`src/wst_regs.svh`:
```
// register addresses, field positions and reset values of the wake-up system timer
`ifndef WST_REGS_SVH
`define WST_REGS_SVH

`define WST_ADDR_CONTROL 8'hD1
`define WST_ADDR_RELOAD_HIGH 8'hD2
`define WST_ADDR_RELOAD_LOW 8'hD3

`define WST_BIT_FLAG 7
`define WST_BIT_SEL_HI 6
`define WST_BIT_SEL_LO 5
`define WST_BIT_LOCAL_IRQ_EN 1
`define WST_BIT_ENABLE 0

`define WST_SEL_SYSTEM_CLOCK 2'h3
`define WST_RST_SEL 2'h3
`define WST_RST_RELOAD 8'h00
`define WST_RST_COUNT 23'h000000
`define WST_PRESCALE_ONES 7'h7F

`define WST_IRQ_ENABLE_REG0_BIT_SHARED 6
`define WST_IRQ_ENABLE_REG0_BIT_GLOBAL 7

`endif

```
`src/wst_pkg.sv`:
```
// types of the wake-up system timer
package wst_pkg;

    typedef struct packed {
        logic [15:0] counter;
        logic [6:0] prescaler;
    } wst_count_type;

    typedef struct packed {
        logic terminal_count_flag;
        logic [1:0] source_select;
        logic local_irq_enable;
        logic timer_enable;
    } wst_control_type;

    typedef struct packed {
        logic [7:0] addr;
        logic [7:0] wdata;
        logic wr;
        logic rd;
    } wst_sfr_req_type;

    typedef struct packed {
        wst_count_type count;
        wst_control_type ctl;
        logic [7:0] reload_high_byte;
        logic [7:0] reload_low_byte;
        logic [7:0] rdata;
    } wst_state_type;

endpackage : wst_pkg

```
`src/wst_timer.sv`:
```
// wake-up system timer: 23-bit reloading down counter behind special function registers
`timescale 1ns/100ps
`default_nettype none
`include "wst_regs.svh"

module wst_timer (
    input wire logic I_CLK_SYS,
    input wire logic I_RST,
    input wire logic [7:0] I_SFR_ADDR,
    input wire logic [7:0] I_SFR_WDATA,
    input wire logic I_SFR_WR,
    input wire logic I_SFR_RD,
    input wire logic I_SYSTEM_CLOCK_TICK,
    input wire logic I_CRYSTAL_OSC_TICK,
    input wire logic [7:0] I_IRQ_ENABLE_REG0,
    input wire logic I_WDT_IRQ,
    output logic [7:0] O_SFR_RDATA,
    output logic O_IRQ,
    output logic O_WAKEUP
);

    wst_pkg::wst_state_type st_q;
    wst_pkg::wst_state_type st_d;
    wst_pkg::wst_sfr_req_type req;
    logic tick;
    logic wr_ctl;
    logic enable_rise;
    logic terminal;
    logic shared_wdt_timer_irq_enable;
    logic global_irq_enable;

    assign req = '{addr: I_SFR_ADDR, wdata: I_SFR_WDATA, wr: I_SFR_WR, rd: I_SFR_RD};
    assign wr_ctl = req.wr && (req.addr == `WST_ADDR_CONTROL);

    // counter clock as an enable pulse; ticks keep coming in power-down
    always_comb begin
        if (st_q.ctl.source_select == `WST_SEL_SYSTEM_CLOCK) begin
            tick = I_SYSTEM_CLOCK_TICK;
        end else begin
            tick = I_CRYSTAL_OSC_TICK;
        end
    end

    assign enable_rise = wr_ctl && req.wdata[`WST_BIT_ENABLE] && !st_q.ctl.timer_enable;
    assign terminal = st_q.ctl.timer_enable && !enable_rise && tick
        && (st_q.count == `WST_RST_COUNT);

    always_comb begin
        st_d = st_q;
        // reload registers: plain storage, copied into the live count only on the enabling write or at terminal count
        if (req.wr && req.addr == `WST_ADDR_RELOAD_HIGH) begin
            st_d.reload_high_byte = req.wdata;
        end
        if (req.wr && req.addr == `WST_ADDR_RELOAD_LOW) begin
            st_d.reload_low_byte = req.wdata;
        end
        if (wr_ctl) begin
            st_d.ctl.timer_enable = req.wdata[`WST_BIT_ENABLE];
            st_d.ctl.local_irq_enable = req.wdata[`WST_BIT_LOCAL_IRQ_EN];
            if (!st_q.ctl.timer_enable) begin
                st_d.ctl.source_select =
                    req.wdata[`WST_BIT_SEL_HI:`WST_BIT_SEL_LO];
            end
            if (!req.wdata[`WST_BIT_FLAG]) begin
                st_d.ctl.terminal_count_flag = 1'b0;
            end
        end
        // counter
        if (!st_d.ctl.timer_enable) begin
            st_d.count = `WST_RST_COUNT;
        end else if (enable_rise) begin
            st_d.count = {st_q.reload_high_byte, st_q.reload_low_byte,
                `WST_PRESCALE_ONES};
        end else if (terminal) begin
            st_d.count = {st_q.reload_high_byte, st_q.reload_low_byte,
                `WST_PRESCALE_ONES};
        end else if (tick) begin
            st_d.count = st_q.count - 23'h000001;
        end
        // set wins over a clear in the same cycle
        if (terminal) begin
            st_d.ctl.terminal_count_flag = 1'b1;
        end
        // registered read data; unmapped addresses read zero
        if (req.rd) begin
            unique case (req.addr)
                `WST_ADDR_CONTROL: st_d.rdata = {st_q.ctl.terminal_count_flag,
                    st_q.ctl.source_select, 3'h0, st_q.ctl.local_irq_enable,
                    st_q.ctl.timer_enable};
                `WST_ADDR_RELOAD_HIGH: st_d.rdata = st_q.reload_high_byte;
                `WST_ADDR_RELOAD_LOW: st_d.rdata = st_q.reload_low_byte;
                default: st_d.rdata = 8'h00;
            endcase
        end
    end

    // I_RST is the power-on reset; other reset sources never reach this block
    always_ff @(posedge I_CLK_SYS or posedge I_RST) begin
        if (I_RST) begin
            st_q.count <= `WST_RST_COUNT;
            st_q.ctl.terminal_count_flag <= 1'b0;
            st_q.ctl.source_select <= `WST_RST_SEL;
            st_q.ctl.local_irq_enable <= 1'b0;
            st_q.ctl.timer_enable <= 1'b0;
            st_q.reload_high_byte <= `WST_RST_RELOAD;
            st_q.reload_low_byte <= `WST_RST_RELOAD;
            st_q.rdata <= 8'h00;
        end else begin
            st_q <= st_d;
        end
    end

    assign shared_wdt_timer_irq_enable = I_IRQ_ENABLE_REG0[`WST_IRQ_ENABLE_REG0_BIT_SHARED];
    assign global_irq_enable = I_IRQ_ENABLE_REG0[`WST_IRQ_ENABLE_REG0_BIT_GLOBAL];
    assign O_SFR_RDATA = st_q.rdata;
    // shared vector with the watchdog
    assign O_IRQ = ((st_q.ctl.terminal_count_flag && st_q.ctl.local_irq_enable) || I_WDT_IRQ)
        && shared_wdt_timer_irq_enable && global_irq_enable;
    assign O_WAKEUP = st_q.ctl.terminal_count_flag && st_q.ctl.local_irq_enable;

endmodule : wst_timer
`default_nettype wire

```
`config.mk`:
```
export PLATFORM = sky130hd
export DESIGN_NAME = wst_timer
export DESIGN_NICKNAME = d
export VERILOG_FILES = /design/src/wst_pkg.sv /design/src/wst_timer.sv
export VERILOG_INCLUDE_DIRS = /design/src
export SDC_FILE = /design/constraint.sdc
export NUM_CORES = 1
export LEC_CHECK = 0
export BUFFER_PORTS_ARGS = -buffer_cell sky130_fd_sc_hd__buf_4
export CORE_ASPECT_RATIO = 0.6
export CORE_UTILIZATION = 43
export CTS_CLUSTER_DIAMETER = 200
export DETAILED_ROUTE_END_ITERATION = 10
export REMOVE_ABC_BUFFERS = 1
export SLEW_MARGIN = 20
export SYNTH_ARGS = -nofsm -noshare
export SYNTH_HDL_FRONTEND = slang
export SYNTH_SLANG_ARGS = --single-unit
```
`constraint.sdc`:
```
create_clock -name I_CLK_SYS -period 4 [get_ports I_CLK_SYS]
set_input_delay 0.6 -clock I_CLK_SYS [delete_from_list [all_inputs] [get_ports I_CLK_SYS]]
set_output_delay 0.6 -clock I_CLK_SYS [all_outputs]
set_load 0.005 [all_outputs]
```
==> impl_metrics.yaml <==
placed_design:
  dpl_worst_slack_ns: 0.709
  dpl.hpwl_um: 5390
  globalplace.congestion: 0.926
  placed_instance_area_sq_um: 3170
  place.port_buffers: 34
setup_path:
  max_stage_delay_ns: 0.75
  worst-setup-path-type: "reg -> reg"
  timing.critical_path.from: "st_q[29]$_DFFE_PP0P_"
  start_kind: "flip-flop"
  critical_path.slowest_cell: "or4_1"
  critPathMaxFanout: 25
  critical_path.reg2reg.startpoint: "st_q[29]$_DFFE_PP0P_"
  timing.critical_path.required_ns: 4.24
  worstPathBufferInverterCount: 2
  worst-endpoint-arrival_ns: 3.62
  crit_chain: "inv_1 > ha_1 > or4b_4 > or4_1 > o41ai_4 > buf_4 > and2_1 > a41oi_1 > o21ai_1"
  timing.critical_path.to_type: "flip-flop"
  timing.critical_path.max_delay_family: "simple AND/OR/NAND/NOR gates"
layout:
  regArea_sq_um: 1300
  multi_input_area_sq_um: 1390
  nNetsFinal: 349
  antenna_cells: 0
  design_area_sq_um: 3280
  postLayoutCoreUtil_pct: 52.1
  fillCellCount: 608
  final_layout_size_suffix_gt1_share_pct: 27.0
  layout-area-overhead-vs-synth_pct: 13.5
sta:
  worst_hold_slack_ns: 0.454
  timing.max_slew.rel_slack_pct: 30.4
  max_clock_freq_ghz: 0.296
  timing_max_transition_violations_final: 0
  finalWorstSetupSlack_ns: 0.622
  layout_worst_path_cycle_share_pct: 84.5
  clock-skew-final_ns: 0.00497
  grt_setup_unrepaired: "no"
  summed_negative_setup_slack_over_all_endpoints_ns: 0
  final_hold_viol_count: 0
  timing_worst_slew_pin_value_ns: 1.04
  timing.final.setup_violations: 0
  post-route-min-period_ns: 3.38
synthesis:
  synth_seq_cells: 52
  ys_async_sr_fraction_pct: 100
  top_cells_by_instance_count_after_synthesis: "dfrtp_1, mux2_2, a21oi_1, o22ai_1, inv_1"
  ys_dominant_reg_cell: "dfrtp_1"
  synth_cell_type_count: 50
  synth-edff-count: 0
  yosysMostFrequentCell: "dfrtp_1"
  synth.avg_cell_area_sq_um: 9.97
  synth.yosys.seq_area_share_pct: 45.1
  yosys_warnings: 0
  post_synth_instance_area_sq_um: 2890
  post_synth_inst_count: 290
  yosysTopAreaCell: "dfrtp_1"
  fraction_of_synthesized_cell_area_taken_by_the_top_area_cell_type_pct: 43.3
  synthTopCellsByArea: "dfrtp_1, mux2_2, o22ai_1"
job:
  cap_violations: 0
route:
  drt-pass1-iter-count: 5
  detailroute.via_count: 2367
  routed_wire_length_per_instance_um: 18.4
  remaining_drc_errors: 0
  avgViaCountPerCell: 5.89
  drt.antenna.violating_nets: 0
  detailedRoute.firstIterationViolations: 240
  routed_wire_length_um: 7380
cts:
  clk_transition_reported_paths_ns: 0.09
  cts_buffers: 5
  clock_sinks: 52
  cts.root.buffer_cell: "clkbuf_8"
  cts_tree: "built"
  worst_skew_pair.late_latency_ns: 0.32
  clock_tree.htree_level_count: 2
  cts_resized: 0
  postCtsHoldBufs: 0
  clockBufferDepth: 2
  post-cts-setup-buffers: 0
floorplan:
  io_pins: 41
  core_sq_um: 6300
  start_util_pct: 45.9
  chipHeight_um: 65.5
  floorplan.rows: 22
  dieWidth_um: 108
  die_area_sq_um: 7070
global_routing:
  grt_pass1_vias: 2185
  total_routing_usage_gr_pct: 23.0
  first_pass_grt_wire_length_um: 12000
  overflow: 0
  grt_max_degree: 53
  grt_antenna_before_repair: 0
power_and_ir_drop:
  power.ir.vdd_worst_uv: 172
  leakage_nw: 1.55
  power_per_cell_area_nw_per_um2: 381
status:
  run_status: "finished clean"
min_path:
  worst_hold_path_type: "in -> async"
-- tightest hold or removal path, stage by stage --
cell and delay [ns]:
buf_4 0.11, inv_2 0.03, buf_4 0.52
-- metrics by stage --
step | total power [W] | std cells
2_1_floorplan | 0.000790 | 268
3_3_place_gp | 0.000879 | 394
3_5_place_dp | 0.000884 | 394
4_1_cts | 0.00125 | 402
5_1_grt | 0.00132 | 402
6_report | 0.00125 | 402
-- state kept, by name (all words and copies together), names as in the netlist --
name	count
st_q	44
O_SFR_RDATA	8
-- cells by family after synthesis --
kind of cell	after synthesis	share of synthesized area, %
compound gates	88	20.5
fa+ha+maj	1	0.433
flops	52	45.1
buf+inv	39	6.97
xor+xnor	2	0.606
simple gates	79	15.3
mux	29	11.1
-- path summary, 6_finish.rpt --
check / end / slack [ns] / depth (start not counted)
max: st_q[51]$_DFFE_PP0P_ / 0.62 / 9
min: O_SFR_RDATA[2]$_DFFE_PP0P_ / 0.45 / 3
max reg2reg: st_q[51]$_DFFE_PP0P_ / 0.62 / 9
min reg2reg: st_q[49]$_DFFE_PP0P_ / 0.53 / 2
max in group asynchronous: st_q[8]$_DFFE_PP0P_ / 3.10 / 3
min in group I_CLK_SYS: st_q[12]$_DFFE_PP0P_ / 0.52 / 2
-- placed cells by master (no fill, tap or decap), types with 2 or more instances in the layout --
master	synthesis	routed
dfrtp_1	50	50
buf_4	8	42
mux2_2	24	24
a21oi_1	20	20
o22ai_1	19	19
inv_1	17	16
nor2_1	14	14
nor3_1	13	13
o21ai_0	11	11
nand2_1	10	10
or4_1	7	7
nand3_1	7	7
and3_1	5	5
mux2i_1	5	5
o31ai_1	5	5
a22oi_1	5	5
clkbuf_8	0	5
o21ai_1	4	4
nand2b_1	3	3
o211ai_1	3	3
nor2b_1	3	3
nand4_1	3	3
nor4_1	3	3
o41ai_1	3	3
a21o_1	3	3
xnor2_1	2	2
nor4b_1	2	2
and2_1	2	2
a21oi_2	2	2
a22o_1	2	2
o21ai_2	2	2
or3_1	2	2
dfstp_2	2	2
-- layout make-up --
| type | instances | share of cell area [%] |
|---|---|---|
| Multi-Input combinational cell | 199 | 42.2 |
| Tap cell | 84 | 3.20 |
| Inverter | 17 | 1.94 |
| Clock buffer | 6 | 2.21 |
| Sequential cell | 52 | 39.7 |
| Clock inverter | 2 | 1.07 |
| Timing Repair Buffer | 42 | 9.61 |
-- power by group --
group          leakage (nW)  switching, W  internal (W)
Clock                0.0552      0.000184      0.000186
Sequential            0.712     0.0000253      0.000552
Combinational         0.783      0.000182      0.000123
-- layer usage --
| layer | vias to the layer above | share of wire, % | track usage, % |
|---|---|---|---|
| met5 | - | 0 | 0 |
| met4 | 0 | 1.0 | 6.51 |
| met3 | 7 | 7.2 | 4.66 |
| met2 | 78 | 40 | 29.7 |
| met1 | 1150 | 52 | 37.1 |
| li1 | 1132 | - | - |
Note: power is estimated with default switching activity, not from simulation.
